[src/hdl/rcdu_pkg.sv]
// constants shared by the receiver clock divider unit
package rcdu_pkg;
  // register offsets
  localparam logic [7:0] CTRL_OFFSET = 8'h00;
  localparam logic [7:0] STATUS_OFFSET = 8'h04;
  // control register fields
  localparam int CTRL_CLKSEL_LSB = 0;
  localparam int CTRL_RATE_LSB = 2;
  localparam int CTRL_ENABLE_BIT = 4;
  localparam int CTRL_RX_BIT = 5;
  localparam logic [1:0] CLKSEL_RESET = 2'h0;
  localparam logic [1:0] RATE_RESET = 2'h0;
  // status register fields
  localparam int STAT_OSC_GOOD_BIT = 0;
  localparam int STAT_SUPPLY_BIT = 1;
  localparam int STAT_OSC_RUN_BIT = 2;
  localparam int STAT_RX_PATH_BIT = 3;
  localparam int STAT_RX_READY_BIT = 4;
  localparam int STAT_CLKOUT_EN_BIT = 5;
  localparam int STAT_DATA_BIT = 6;
  // clock output select codes and divider terminal counts
  localparam logic [1:0] CLKSEL_OFF = 2'h0;
  localparam logic [1:0] CLKSEL_DIV3 = 2'h1;
  localparam logic [1:0] CLKSEL_DIV6 = 2'h2;
  localparam logic [1:0] CLKSEL_DIV12 = 2'h3;
  localparam logic [3:0] DIV3_LAST = 4'h2;
  localparam logic [3:0] DIV6_LAST = 4'h5;
  localparam logic [3:0] DIV12_LAST = 4'hb;
  // base clock and range-scaled clock ratios (terminal counts)
  localparam logic [3:0] BASE_LAST = 4'hf;
  localparam logic [3:0] RANGE0_LAST = 4'h7;
  localparam logic [3:0] RANGE1_LAST = 4'h3;
  localparam logic [3:0] RANGE2_LAST = 4'h1;
  localparam logic [3:0] RANGE3_LAST = 4'h0;
  // synthesizer feedback terminal counts
  localparam logic [4:0] FB_LAST_315 = 5'h17;
  localparam logic [4:0] FB_LAST_433 = 5'h1f;
  // receive path timing in range-scaled ticks
  localparam logic [3:0] DEBOUNCE_TICKS = 4'h4;
  localparam logic [7:0] STARTUP_TICKS = 8'h40;
  // bus answers
  localparam logic [1:0] RESP_OKAY = 2'h0;
  localparam logic [1:0] RESP_SLVERR = 2'h2;
endpackage

[src/hdl/tick_divider.sv]
// cycle counter that emits a one-cycle tick every last+1 steps
`timescale 1ns/1ps
module tick_divider #(
  parameter int W = 4
) (
  // clock and reset
  input wire logic aclk,
  input wire logic aresetn,
  // control
  input wire logic hold,
  input wire logic step,
  input wire logic [W-1:0] last,
  // tick out
  output logic tick
);
  typedef struct packed {
    logic [W-1:0] cnt;
  } tick_state_t;

  tick_state_t s_q, s_d;

  assign tick = step && !hold && (s_q.cnt >= last);

  always_comb begin
    s_d = s_q;
    if (hold) begin
      s_d.cnt = '0;
    end else if (step) begin
      s_d.cnt = tick ? '0 : W'(s_q.cnt + 1'b1);
    end
  end

  always_ff @(posedge aclk) begin
    if (!aresetn) begin
      s_q <= '0;
    end else begin
      s_q <= s_d;
    end
  end
endmodule // tick_divider

[src/hdl/clkout_divider.sv]
// divided clock output with even high and low time, odd ratios included
`timescale 1ns/1ps
module clkout_divider
  import rcdu_pkg::*;
(
  // clock and reset
  input wire logic aclk,
  input wire logic aresetn,
  // control
  input wire logic en,
  input wire logic [1:0] sel,
  // clock out
  output logic clk_out
);
  typedef struct packed {
    logic [3:0] cnt;
    logic pos;
  } div_state_t;

  div_state_t s_q, s_d;
  logic neg_q;
  logic [3:0] last;
  logic odd;

  always_comb begin
    unique case (sel)
      CLKSEL_DIV3: last = DIV3_LAST;
      CLKSEL_DIV6: last = DIV6_LAST;
      CLKSEL_DIV12: last = DIV12_LAST;
      CLKSEL_OFF: last = DIV3_LAST;
    endcase
  end

  assign odd = (sel == CLKSEL_DIV3);

  always_comb begin
    s_d = s_q;
    if (!en) begin
      s_d = '0;
    end else begin
      s_d.cnt = (s_q.cnt >= last) ? 4'h0 : 4'(s_q.cnt + 1'b1);
      // high for the first half; an odd ratio gets its extra half cycle below
      s_d.pos = (s_d.cnt < 4'((last + 4'h1) >> 1));
    end
  end

  always_ff @(posedge aclk) begin
    if (!aresetn) begin
      s_q <= '0;
    end else begin
      s_q <= s_d;
    end
  end

  // falling-edge copy stretches the odd high phase by half a cycle
  always_ff @(negedge aclk) begin
    if (!aresetn || !en) begin
      neg_q <= 1'b0;
    end else begin
      neg_q <= s_q.pos && odd;
    end
  end

  assign clk_out = s_q.pos || neg_q;
endmodule // clkout_divider

[src/hdl/receiver_clock_divider_unit.sv]
// clock generation, mode control and receive timing of the receiver
//
// How it works
// - select 00 holds the clock output low, 01 divides the reference by 3, 10 by 6 and 11 by 12.
// - the clock output has an even high and low time for every ratio, including divide by three.
// - the clock output works in both standby and active mode, as the select allows.
// - the clock output toggles only after the oscillator-good flag is high and the select enables it.
// - the digital supply condition must also hold before the clock output is enabled.
// - all digital timing comes from one base clock at the reference divided by sixteen.
// - the range-scaled period is 8, 4, 2 or 1 base periods for ranges 0, 1, 2 and 3.
// - the bit-rate range is set by two select bits from the controller and scales start-up and debounce.
// - data debounce and the receive start-up interval are timed in range-scaled base-clock ticks.
// - the synthesizer feedback divides the local oscillator by 24 (315 MHz) or 32 (433.92 MHz).
// - with receive and enable both low the oscillator stops and no clock is output.
// - enable high with receive low is standby: oscillator runs, receive path stays off.
// - receive high is active mode: receive path on as well as the oscillator.
//
// Our own choices: the AXI4-Lite register port and the register offsets.
`timescale 1ns/1ps
module receiver_clock_divider_unit
  import rcdu_pkg::*;
#(
  parameter int ADDR_W = 8,
  parameter bit VARIANT_433 = 1'b0
) (
  // clock and reset
  input wire logic aclk,
  input wire logic aresetn,
  // axi4-lite write address
  input wire logic [ADDR_W-1:0] s_axi_awaddr,
  input wire logic s_axi_awvalid,
  output logic s_axi_awready,
  // axi4-lite write data
  input wire logic [31:0] s_axi_wdata,
  input wire logic [3:0] s_axi_wstrb,
  input wire logic s_axi_wvalid,
  output logic s_axi_wready,
  // axi4-lite write response
  output logic [1:0] s_axi_bresp,
  output logic s_axi_bvalid,
  input wire logic s_axi_bready,
  // axi4-lite read address
  input wire logic [ADDR_W-1:0] s_axi_araddr,
  input wire logic s_axi_arvalid,
  output logic s_axi_arready,
  // axi4-lite read data
  output logic [31:0] s_axi_rdata,
  output logic [1:0] s_axi_rresp,
  output logic s_axi_rvalid,
  input wire logic s_axi_rready,
  // analog condition pins
  input wire logic osc_amplitude_good,
  input wire logic digital_core_supply,
  input wire logic local_oscillator,
  input wire logic rx_data_in,
  // clock and timing outputs
  output logic clkout,
  output logic osc_run,
  output logic rx_path_en,
  output logic digital_base_clock,
  output logic range_scaled_clock,
  output logic pll_compare_tick,
  // receive path outputs
  output logic rx_ready,
  output logic data_out
);
  // ----------------------------------------------------------------
  // state
  // ----------------------------------------------------------------
  typedef struct packed {
    logic [2:0] osc_sync;
    logic osc_good;
    logic [2:0] sup_sync;
    logic sup_good;
    logic [2:0] lo_sync;
    logic lo_level;
    logic [2:0] dat_sync;
    logic clkout_select_lsb;
    logic clkout_select_msb;
    logic rate_select_lsb;
    logic rate_select_msb;
    logic enable;
    logic rx;
    logic clk_en;
    logic [7:0] startup_cnt;
    logic rx_ready;
    logic [3:0] deb_cnt;
    logic data_out;
    logic aw_held;
    logic [ADDR_W-1:0] aw_addr;
    logic w_held;
    logic [31:0] wdata;
    logic [3:0] wstrb;
    logic bvalid;
    logic [1:0] bresp;
    logic rvalid;
    logic [31:0] rdata;
    logic [1:0] rresp;
  } unit_state_t;

  unit_state_t s_q, s_d;
  logic [1:0] clk_sel;
  logic [1:0] bit_rate_range;
  logic [3:0] range_last;
  logic base_tick;
  logic scaled_tick;
  logic lo_rise;
  logic dat_stable;
  logic [31:0] status_word;
  logic [31:0] ctrl_word;

  assign clk_sel = {s_q.clkout_select_msb, s_q.clkout_select_lsb};
  assign bit_rate_range = {s_q.rate_select_msb, s_q.rate_select_lsb};
  assign osc_run = s_q.enable || s_q.rx;
  assign rx_path_en = s_q.rx;

  // ----------------------------------------------------------------
  // dividers
  // ----------------------------------------------------------------
  always_comb begin
    unique case (bit_rate_range)
      2'h0: range_last = RANGE0_LAST;
      2'h1: range_last = RANGE1_LAST;
      2'h2: range_last = RANGE2_LAST;
      2'h3: range_last = RANGE3_LAST;
    endcase
  end

  // base clock runs only from a good oscillator
  tick_divider #(.W(4)) u_base_div (
    .aclk(aclk),
    .aresetn(aresetn),
    .hold(!s_q.osc_good),
    .step(1'b1),
    .last(BASE_LAST),
    .tick(base_tick)
  );

  tick_divider #(.W(4)) u_range_div (
    .aclk(aclk),
    .aresetn(aresetn),
    .hold(!s_q.osc_good),
    .step(base_tick),
    .last(range_last),
    .tick(scaled_tick)
  );

  // feedback divider only counts in active mode (receive on) with a good oscillator
  tick_divider #(.W(5)) u_fb_div (
    .aclk(aclk),
    .aresetn(aresetn),
    .hold(!s_q.osc_good || !s_q.rx),
    .step(lo_rise),
    .last(VARIANT_433 ? FB_LAST_433 : FB_LAST_315),
    .tick(pll_compare_tick)
  );

  clkout_divider u_clkout (
    .aclk(aclk),
    .aresetn(aresetn),
    .en(s_q.clk_en),
    .sel(clk_sel),
    .clk_out(clkout)
  );

  assign digital_base_clock = base_tick;
  assign range_scaled_clock = scaled_tick;

  // ----------------------------------------------------------------
  // pin synchronisers
  // ----------------------------------------------------------------
  // a level counts only once the second and third stages agree
  assign lo_rise = (s_q.lo_sync[1] == s_q.lo_sync[2]) && s_q.lo_sync[2] && !s_q.lo_level;
  assign dat_stable = (s_q.dat_sync[1] == s_q.dat_sync[2]);

  // ----------------------------------------------------------------
  // register words
  // ----------------------------------------------------------------
  always_comb begin
    ctrl_word = '0;
    ctrl_word[CTRL_CLKSEL_LSB +: 2] = clk_sel;
    ctrl_word[CTRL_RATE_LSB +: 2] = bit_rate_range;
    ctrl_word[CTRL_ENABLE_BIT] = s_q.enable;
    ctrl_word[CTRL_RX_BIT] = s_q.rx;
    status_word = '0;
    status_word[STAT_OSC_GOOD_BIT] = s_q.osc_good;
    status_word[STAT_SUPPLY_BIT] = s_q.sup_good;
    status_word[STAT_OSC_RUN_BIT] = osc_run;
    status_word[STAT_RX_PATH_BIT] = rx_path_en;
    status_word[STAT_RX_READY_BIT] = s_q.rx_ready;
    status_word[STAT_CLKOUT_EN_BIT] = s_q.clk_en;
    status_word[STAT_DATA_BIT] = s_q.data_out;
  end

  assign s_axi_awready = !s_q.aw_held && !s_q.bvalid;
  assign s_axi_wready = !s_q.w_held && !s_q.bvalid;
  assign s_axi_bvalid = s_q.bvalid;
  assign s_axi_bresp = s_q.bresp;
  assign s_axi_arready = !s_q.rvalid;
  assign s_axi_rvalid = s_q.rvalid;
  assign s_axi_rdata = s_q.rdata;
  assign s_axi_rresp = s_q.rresp;
  assign rx_ready = s_q.rx_ready;
  assign data_out = s_q.data_out;

  // ----------------------------------------------------------------
  // next state
  // ----------------------------------------------------------------
  always_comb begin
    s_d = s_q;
    s_d.osc_sync = {s_q.osc_sync[1:0], osc_amplitude_good};
    s_d.sup_sync = {s_q.sup_sync[1:0], digital_core_supply};
    s_d.lo_sync = {s_q.lo_sync[1:0], local_oscillator};
    s_d.dat_sync = {s_q.dat_sync[1:0], rx_data_in};
    // a stopped oscillator cannot report good amplitude
    if (!osc_run) begin
      s_d.osc_good = 1'b0;
    end else if (s_q.osc_sync[1] == s_q.osc_sync[2]) begin
      s_d.osc_good = s_q.osc_sync[2];
    end
    if (s_q.sup_sync[1] == s_q.sup_sync[2]) begin
      s_d.sup_good = s_q.sup_sync[2];
    end
    if (s_q.lo_sync[1] == s_q.lo_sync[2]) begin
      s_d.lo_level = s_q.lo_sync[2];
    end

    // clock output gate: oscillator good, supply good, select not off
    s_d.clk_en = s_q.osc_good && s_q.sup_good && osc_run && (clk_sel != CLKSEL_OFF);

    // receive start-up interval counted in scaled ticks
    if (!s_q.rx || !s_q.osc_good) begin
      s_d.startup_cnt = '0;
      s_d.rx_ready = 1'b0;
    end else if (scaled_tick && !s_q.rx_ready) begin
      s_d.startup_cnt = 8'(s_q.startup_cnt + 1'b1);
      s_d.rx_ready = (8'(s_q.startup_cnt + 1'b1) >= STARTUP_TICKS);
    end

    // data debounce: a new level must hold for a number of scaled ticks
    if (!s_q.rx_ready) begin
      s_d.deb_cnt = '0;
      s_d.data_out = 1'b0;
    end else if (!dat_stable || (s_q.dat_sync[2] == s_q.data_out)) begin
      s_d.deb_cnt = '0;
    end else if (scaled_tick) begin
      s_d.deb_cnt = 4'(s_q.deb_cnt + 1'b1);
      if (4'(s_q.deb_cnt + 1'b1) >= DEBOUNCE_TICKS) begin
        s_d.data_out = s_q.dat_sync[2];
        s_d.deb_cnt = '0;
      end
    end

    // write channel: address and data taken in either order
    if (s_axi_awvalid && s_axi_awready) begin
      s_d.aw_held = 1'b1;
      s_d.aw_addr = s_axi_awaddr;
    end
    if (s_axi_wvalid && s_axi_wready) begin
      s_d.w_held = 1'b1;
      s_d.wdata = s_axi_wdata;
      s_d.wstrb = s_axi_wstrb;
    end
    if (s_q.aw_held && s_q.w_held) begin
      s_d.aw_held = 1'b0;
      s_d.w_held = 1'b0;
      s_d.bvalid = 1'b1;
      s_d.bresp = RESP_OKAY;
      if (s_q.aw_addr == ADDR_W'(CTRL_OFFSET)) begin
        // only the low byte holds control bits
        if (s_q.wstrb[0]) begin
          s_d.clkout_select_lsb = s_q.wdata[CTRL_CLKSEL_LSB];
          s_d.clkout_select_msb = s_q.wdata[CTRL_CLKSEL_LSB + 1];
          s_d.rate_select_lsb = s_q.wdata[CTRL_RATE_LSB];
          s_d.rate_select_msb = s_q.wdata[CTRL_RATE_LSB + 1];
          s_d.enable = s_q.wdata[CTRL_ENABLE_BIT];
          s_d.rx = s_q.wdata[CTRL_RX_BIT];
        end
      end else if (s_q.aw_addr != ADDR_W'(STATUS_OFFSET)) begin
        s_d.bresp = RESP_SLVERR;
      end
    end
    if (s_q.bvalid && s_axi_bready) begin
      s_d.bvalid = 1'b0;
    end

    // read channel: one-cycle answer, held until taken
    if (s_axi_arvalid && s_axi_arready) begin
      s_d.rvalid = 1'b1;
      s_d.rresp = RESP_OKAY;
      if (s_axi_araddr == ADDR_W'(CTRL_OFFSET)) begin
        s_d.rdata = ctrl_word;
      end else if (s_axi_araddr == ADDR_W'(STATUS_OFFSET)) begin
        s_d.rdata = status_word;
      end else begin
        s_d.rdata = '0;
        s_d.rresp = RESP_SLVERR;
      end
    end else if (s_q.rvalid && s_axi_rready) begin
      s_d.rvalid = 1'b0;
    end
  end

  always_ff @(posedge aclk) begin
    if (!aresetn) begin
      s_q <= '0;
      s_q.clkout_select_lsb <= CLKSEL_RESET[0];
      s_q.clkout_select_msb <= CLKSEL_RESET[1];
      s_q.rate_select_lsb <= RATE_RESET[0];
      s_q.rate_select_msb <= RATE_RESET[1];
    end else begin
      s_q <= s_d;
    end
  end
endmodule // receiver_clock_divider_unit

[config.mk]
export PLATFORM = sky130hd
export DESIGN_NAME = receiver_clock_divider_unit
export DESIGN_NICKNAME = d
export VERILOG_FILES = /design/src/hdl/rcdu_pkg.sv /design/src/hdl/tick_divider.sv /design/src/hdl/clkout_divider.sv /design/src/hdl/receiver_clock_divider_unit.sv
export SDC_FILE = /design/constraint.sdc
export NUM_CORES = 1
export LEC_CHECK = 0
export ABC_AREA = 1
export BUFFER_PORTS_ARGS = -buffer_cell sky130_fd_sc_hd__clkbuf_2
export CAP_MARGIN = 20
export CORE_ASPECT_RATIO = 1.25
export CORE_MARGIN = 3
export CORE_UTILIZATION = 35
export CTS_CLUSTER_DIAMETER = 150
export CTS_CLUSTER_SIZE = 12
export DETAILED_ROUTE_END_ITERATION = 16
export PLACE_DENSITY = 0.56
export SYNTH_ARGS = -nofsm -noshare
export SYNTH_HDL_FRONTEND = slang
export SYNTH_SLANG_ARGS = --single-unit
[constraint.sdc]
create_clock -name aclk -period 3.4 [get_ports aclk]
set_input_delay 0.68 -clock aclk [delete_from_list [all_inputs] [get_ports aclk]]
set_output_delay 0.68 -clock aclk [all_outputs]
set_load 0.02 [all_outputs]
Word level (Yosys, flattened, before mapping)
Cells that the tools add are included.
- memories: 0
- input bits: 63
- bits in read-only memories: 0
- bits in latches: 0
- flip-flop bits (word level): 110
- output and inout port bits: 49
- memory bits (writable): 0
- reduce and logical (&&, ||, !) cells: 55
- div/mod/pow operators: 0
- order comparisons: 7
- shift-type cells: 0
- $add $sub $neg: 7
- multiply operators: 0
- mux-type cells: 14
- bitwise logic cells: 4
- eq/ne operators: 13
- operator list (operator ; number):
    4-bit by 1-bit adder with 4-bit output (second input constant) ; 5
    1-bit logical AND ; 20
    8-bit zero test ; 2
    4-bit one-hot mux with 4 select lines ; 1
    7-bit two-way mux ; 2
    1-bit zero test ; 12
    4-bit one-hot mux with 3 select lines ; 1
    5-bit two-way mux ; 2
    8-bit by 1-bit adder with 8-bit output (second input constant) ; 1
    2-bit equality test (second input constant) ; 4
    8-bit by 3-bit equality test with 1-bit output (second input constant) ; 1
    4-bit >= comparator ; 2
    8-bit by 7-bit >= comparator with 1-bit output (second input constant) ; 1
    2-bit two-way mux ; 4
    4-bit two-way mux ; 2
    8-bit by 3-bit inequality test with 1-bit output (second input constant) ; 1
    2-bit AND reduction ; 4
    2-bit OR reduction ; 4
    3-bit AND reduction ; 2
    3-bit OR reduction ; 2
    5-bit by 1-bit adder with 5-bit output (second input constant) ; 1
    1-bit equality test ; 5
    5-bit >= comparator (second input constant) ; 1
    1-bit logical OR ; 5
    8 further kinds ; 15

Logic depth before layout (Yosys ltp)
Gate-level depths: netlist of the first run.
- word-level depth: 6
- mapped depth: 13

Hierarchy
A second synthesis of the first run with hierarchy kept.
- cell total of the unflattened synthesis: 610
- area total of the unflattened synthesis: 4344.2 sq um
- modules (own cells, without submodules) (module ; times used ; area each (sq um) ; cells each ; seq. area each (sq um)):
    receiver_clock_divider_unit ; 1 ; 2924.1 ; 406 ; 1281.2
    tick_divider at u_base_div ... ; 2 ; 304.0 ; 45 ; 80.1
    clkout_divider ; 1 ; 421.7 ; 57 ; 120.1
    tick_divider at u_fb_div ; 1 ; 390.4 ; 57 ; 100.1

==> results.json, run 1 <==
{
  "grt_use_total_pct": 12.7,
  "r2r_slack_ns": 0.98,
  "hold_viol_final": 0,
  "post-cts-setup-buffer-count": 0,
  "cp-end-kind": "output pin",
  "worst_ep_required_time_ns": 2.72,
  "die_h_um": 124,
  "cts_inserted_buffers": 9,
  "nNetsFinal": 656,
  "ys.flop_type": "dfxtp_1",
  "post_synth_instance_area_um2": 3880,
  "cpPeakStageDelay_ns": 0.29,
  "syn_area_per_cell_um2": 7.34,
  "rr_endpoint": "u_clkout.neg_q$_SDFF_NN0_",
  "io_buffers": 55,
  "finalSetupTns_ns": -0.000443,
  "dr_total_vias": 3123,
  "area_growth_syn_to_layout_pct": 13.4,
  "grt_pass1_vias": 2903,
  "path_max_fanout": 1,
  "min-delay-start": "s_d[110]$_SDFF_PN0_",
  "ir_drop_uv": 251,
  "synth_edf_count": 0,
  "clock-root-buffer": "clkbuf_16",
  "yosys_warnings": 0,
  "whs_ns": 0.412,
  "syn-instance-count": 528,
  "critPathTopFamily": "flip-flops",
  "synth.most_common_cell": "nand2_1",
  "die_area_um2": 12400,
  "p_leak_nw": 2.07,
  "drt_iter0_markers": 81,
  "yosysSeqAreaShare_pct": 42.9,
  "ff2ff_path_depth": 3,
  "synth_cell_types": 35,
  "min_delay_path_depth": 2,
  "ioPinCount": 112,
  "slowest_stage": "dfxtp_1",
  "violations": "setup timing",
  "rsz0062_at_grt": "true",
  "grt-ovfl-total": 0,
  "cp_num_buf_inv": 1,
  "grt_pass1_wl_um": 12700,
  "wl_per_cell_um": 10.4,
  "setup_viol": 1,
  "grt_max_degree": 42,
  "diodes": 0,
  "netlist_top_cells_count": "nand2_1, nor2_1, dfxtp_1, inv_1, buf_4",
  "ys_seq_elements": 83,
  "ant_nets": 0,
  "antenna_found_initial": 0,
  "drive_gt1_share_pct": 15.6,
  "place_congestion": 0.813,
  "avgViaCountPerCell": 4.37,
  "r2r-start": "clk_sel[1]$_SDFFE_PN0P_",
  "chipWidth_um": 100,
  "hold_end": "s_d[111]$_SDFF_PN0_",
  "synthTopCellsByArea": "dfxtp_1, nand2_1, nor2_1",
  "startpoint_type": "register",
  "status": "finished, violations left",
  "rows": 42,
  "setup_slack_ns": -0.000443,
  "clk_latency_ns": 0.38,
  "cp_cell_sequence": "or2_4 > buf_8",
  "design.core.area_um2": 10700,
  "finClkSkew_ns": 0.0535,
  "power.density_nw_per_um2": 468,
  "htree_levels": 3,
  "utilization_pct": 41.0,
  "worstSetupPathType": "register to output pin",
  "clk_pin_slew_ns": 0.06,
  "cp.arrival_ns": 2.72,
  "cts_max_path_buffers": 2,
  "min_path_type": "register to register",
  "drc": 0,
  "start_util_pct": 36.2,
  "clock_sinks": 83,
  "dpl.hpwl_um": 5690,
  "synth_top_cell_by_area": "dfxtp_1",
  "drtPass1Iterations": 4,
  "drv_slew": 0,
  "wl_um": 7420,
  "drv_cap": 0,
  "synth_top_area_share_pct": 42.9,
  "cts_tree": "built",
  "synthArstFlopShare_pct": 0
}
## power breakdown
group	switching, mW	internal (mW)	total [mW]	leakage (nW)
sequential	0.0192	1.01	1.03	0.676
combinational	0.116	0.0547	0.171	1.26
clock	0.368	0.488	0.856	0.130
## how the worst max path moves through the flow
stage,from,endpoint,slack [ns],cells after the start
after floorplan,u_clkout.neg_q$_SDFF_NN0_,clkout,0.43,1
after global placement,u_clkout.neg_q$_SDFF_NN0_,clkout,0.33,2
after detailed placement,u_clkout.neg_q$_SDFF_NN0_,clkout,0.33,2
after CTS,u_clkout.neg_q$_SDFF_NN0_,clkout,-0.03,2
after global routing,u_clkout.neg_q$_SDFF_NN0_,clkout,-0.03,2
final,u_clkout.neg_q$_SDFF_NN0_,clkout,-0.0004,2
## worst reg2reg max path, cell delays in order, from the launching register on
cell     delay, ns
dfxtp_1       0.42
inv_1         0.11
nand3_1       0.08
nor2_1        0.04
## cells in the final DEF (no fill, tap or decap), drive strengths merged
cell / n
clkinvlp: 2
a21oi: 26
nand2: 102
nand3: 24
xnor2: 3
ha: 15
nor2: 92
o21ai: 31
nor3: 7
or2: 4
a31o: 1
clkbuf: 64
buf: 2
nor4: 3
nor3b: 1
xor2: 8
clkinv: 7
a211oi: 4
inv: 72
o21a: 1
dfxtp: 83
conb: 27
nand3b: 1
nand4: 2
## stage by stage
| step | cell area, um^2 | total power [mW] | setup WS [ns] | instances |
|---|---|---|---|---|
| after detailed placement | 4120 | 1.23 | 0.332 | 699 |
| after floorplan | 3970 | 1.20 | 0.428 | 554 |
| after CTS | 4390 | 2.09 | -0.0291 | 714 |
| after global routing | 4400 | 2.16 | -0.0273 | 714 |
| after global placement | 4120 | 1.22 | 0.329 | 699 |
| final | 4400 | 2.06 | -0.000443 | 714 |
## flip-flops by register name (all words and copies together), names as in the netlist, 2 cells and up
register / count
s_axi_rdata: 7
u_range_div.s_q: 4
u_base_div.s_q: 4
s_d: 8
clk_sel: 2
u_fb_div.s_q: 5
bit_rate_range: 2
u_clkout.s_q: 5
s_q: 37
## cell type report
| class | instances | area [um^2] |
|---|---|---|
| clock inverter | 6 | 35.0 |
| timing repair buffer | 56 | 293 |
| clock buffer | 10 | 229 |
| sequential | 83 | 1660 |
| multi-input combinational | 352 | 1730 |
| tap | 132 | 165 |
| fill | 1154 | 6320 |
| inverter | 75 | 283 |
## cells by family after synthesis
family                   count (synthesis)  share of synthesized area [%]
AND/OR/NAND/NOR                        236                           26.0
buffers and inverters                  119                           15.1
flip-flops                              83                           42.9
AO/OA/AOI/OAI                           63                           8.65
adder cells (fa/ha/maj)                 15                           4.84
XOR/XNOR                                11                           2.49
other                                    1                         0.0967
## routing by layer
layer | part of all wire (%) | track usage (%) | wire length [um] | up-vias
li1 | - | - | - | 1680
met1 | 45 | 14.8 | 3370 | 1366
met2 | 48 | 22.0 | 3580 | 65
met3 | 4.7 | 3.03 | 346 | 12
met4 | 1.6 | 5.81 | 117 | 0
met5 | 0 | 0 | 0 | -
## repair_timing
action                     in CTS  in global routing
hold buffers                    0                  0
resized for setup               3                  1
setup endpoints to repair       1                  1
(Power assumes the default switching activity.)
==> run 2, diff against run 1 <==
--- a/config.mk
+++ b/config.mk
@@ -6,7 +6,6 @@
 export NUM_CORES = 1
 export LEC_CHECK = 0
 export ABC_AREA = 1
-export BUFFER_PORTS_ARGS = -buffer_cell sky130_fd_sc_hd__clkbuf_2
 export CAP_MARGIN = 20
 export CORE_ASPECT_RATIO = 1.25
 export CORE_MARGIN = 3
@@ -14,7 +13,8 @@
 export CTS_CLUSTER_DIAMETER = 150
 export CTS_CLUSTER_SIZE = 12
 export DETAILED_ROUTE_END_ITERATION = 16
-export PLACE_DENSITY = 0.56
+export DONT_BUFFER_PORTS = 1
+export PLACE_DENSITY = 0.47
 export SYNTH_ARGS = -nofsm -noshare
 export SYNTH_HDL_FRONTEND = slang
 export SYNTH_SLANG_ARGS = --single-unit
==> run 2 against run 1 <==
Against the previous run:
- the flow now finishes without violations
- non-clock buffer count shrank 56
- final area shrank 5.2%
- worst setup slack gained 0.10 ns
- sequential power is essentially flat
- first-iteration DRC count grew 9.9%
- clock power grew 25%
- clock-buffer cell count is the same
- critical path type unchanged
==> results.json, run 2 (synthesized netlist as in run 1, its figures left out) <==
{
  "finalSetupTns_ns": 0,
  "status": "finished clean",
  "grt_use_total_pct": 12.9,
  "ir_drop_uv": 251,
  "cts_tree": "built",
  "r2r_slack_ns": 0.95,
  "grt_pass1_vias": 2775,
  "clock_sinks": 83,
  "min_path_type": "register to register",
  "start_util_pct": 36.2,
  "setup_viol": 0,
  "cp.arrival_ns": 2.62,
  "fill_cells": 1138,
  "min_delay_path_depth": 2,
  "nNetsFinal": 600,
  "area_growth_syn_to_layout_pct": 7.55,
  "clock-root-buffer": "clkbuf_16",
  "grt_pass1_wl_um": 12800,
  "worst_ep_required_time_ns": 2.72,
  "cp_cell_sequence": "or2_4",
  "largest_reg_flops": 37,
  "ioPinCount": 112,
  "power.density_nw_per_um2": 535,
  "postCtsHoldBufs": 0,
  "drv_slew": 0,
  "io_buffers": 0,
  "place_congestion": 0.772,
  "p_leak_nw": 1.86,
  "drt_iter0_markers": 89,
  "place_ws_ns": 0.419,
  "clk_latency_ns": 0.38,
  "multi_input_comb_area_um2": 1730,
  "ant_nets": 0,
  "whs_ns": 0.414,
  "drive_gt1_share_pct": 7.02,
  "diodes": 0,
  "slowest_stage": "dfxtp_1",
  "die_h_um": 124,
  "wl_per_cell_um": 11.3,
  "ff2ff_path_depth": 3,
  "critPathTopFamily": "flip-flops",
  "chipWidth_um": 100,
  "grt_max_degree": 43,
  "p_total_mw": 2.23,
  "drv_cap": 0,
  "cpPeakStageDelay_ns": 0.28,
  "cts_max_path_buffers": 2,
  "path_max_fanout": 1,
  "clk_pin_slew_ns": 0.06,
  "dpl.hpwl_um": 5530,
  "rows": 42,
  "drtPass1Iterations": 4,
  "cp_num_buf_inv": 0,
  "rsz0062_at_grt": "false",
  "regMostFlops": "s_q",
  "final_common_cell": "nand2_1",
  "htree_levels": 3,
  "antenna_found_initial": 0,
  "dr_total_vias": 2902,
  "final_cell_mix": "nand2_1, nor2_1, dfxtp_1",
  "drc": 0,
  "finClkSkew_ns": 0.0533,
  "wl_um": 7450,
  "setup_slack_ns": 0.102,
  "hold_viol_final": 0,
  "startpoint_type": "register",
  "grt-ovfl-total": 0,
  "path_depth": 1,
  "cts_inserted_buffers": 9,
  "seq_area_um2": 1660,
  "avgViaCountPerCell": 4.40,
  "design.core.area_um2": 10700,
  "die_area_um2": 12400,
  "worstSetupPathType": "register to output pin",
  "cp-end-kind": "output pin"
}
[run 2: worst min-delay path, delay by kind of cell, from the launching register on]
family / cells / cell delay [ns]
and+or+nand+nor: 1 / 0.05
DFF: 1 / 0.31
buffers and inverters: 1 / 0.04
[run 2: per-stage QoR]
stage	cell area, um^2	utilization (%)	std cells
after floorplan	3970	-	554
after global placement	3840	35.8	643
after detailed placement	3840	35.8	643
after CTS	4170	38.9	659
after global routing	4170	38.9	659
final	4170	38.9	659
[run 2: repair_timing]
action / 4_1_cts / 5_1_grt
endpoints found under the setup margin: 0 / 1
gates resized for setup: 0 / 1
buffers inserted: 0 / 0
[run 2: final timing paths]
path	to	from
worst max-delay path	clkout	u_clkout.neg_q$_SDFF_NN0_
worst min-delay path	s_d[115]$_SDFF_PN0_	s_d[114]$_SDFF_PN0_
worst max register to register	u_clkout.neg_q$_SDFF_NN0_	clk_sel[1]$_SDFFE_PN0P_
worst min register to register	s_d[115]$_SDFF_PN0_	s_d[114]$_SDFF_PN0_
[run 2: where the power goes]
part	switching [mW]	total (mW)	internal [mW]
clock	0.401	1.07	0.666
combinational	0.0898	0.123	0.0333
sequential	0.0303	1.04	1.01
[run 2: area by class of cell]
class,count,area share [%]
clock buffers,10,5.73
inverters,75,6.78
multi-input cells,352,41.5
flip-flops and latches,83,39.9
clock inverters,7,2.19
well taps,132,3.96
[run 2: per-layer routing]
| layer | GRT usage (%) | wire length [um] |
|---|---|---|
| met3 | 2.58 | 338 |
| met1 | 15.6 | 3410 |
| met5 | 0 | 0 |
| met4 | 6.99 | 143 |
| met2 | 21.7 | 3550 |
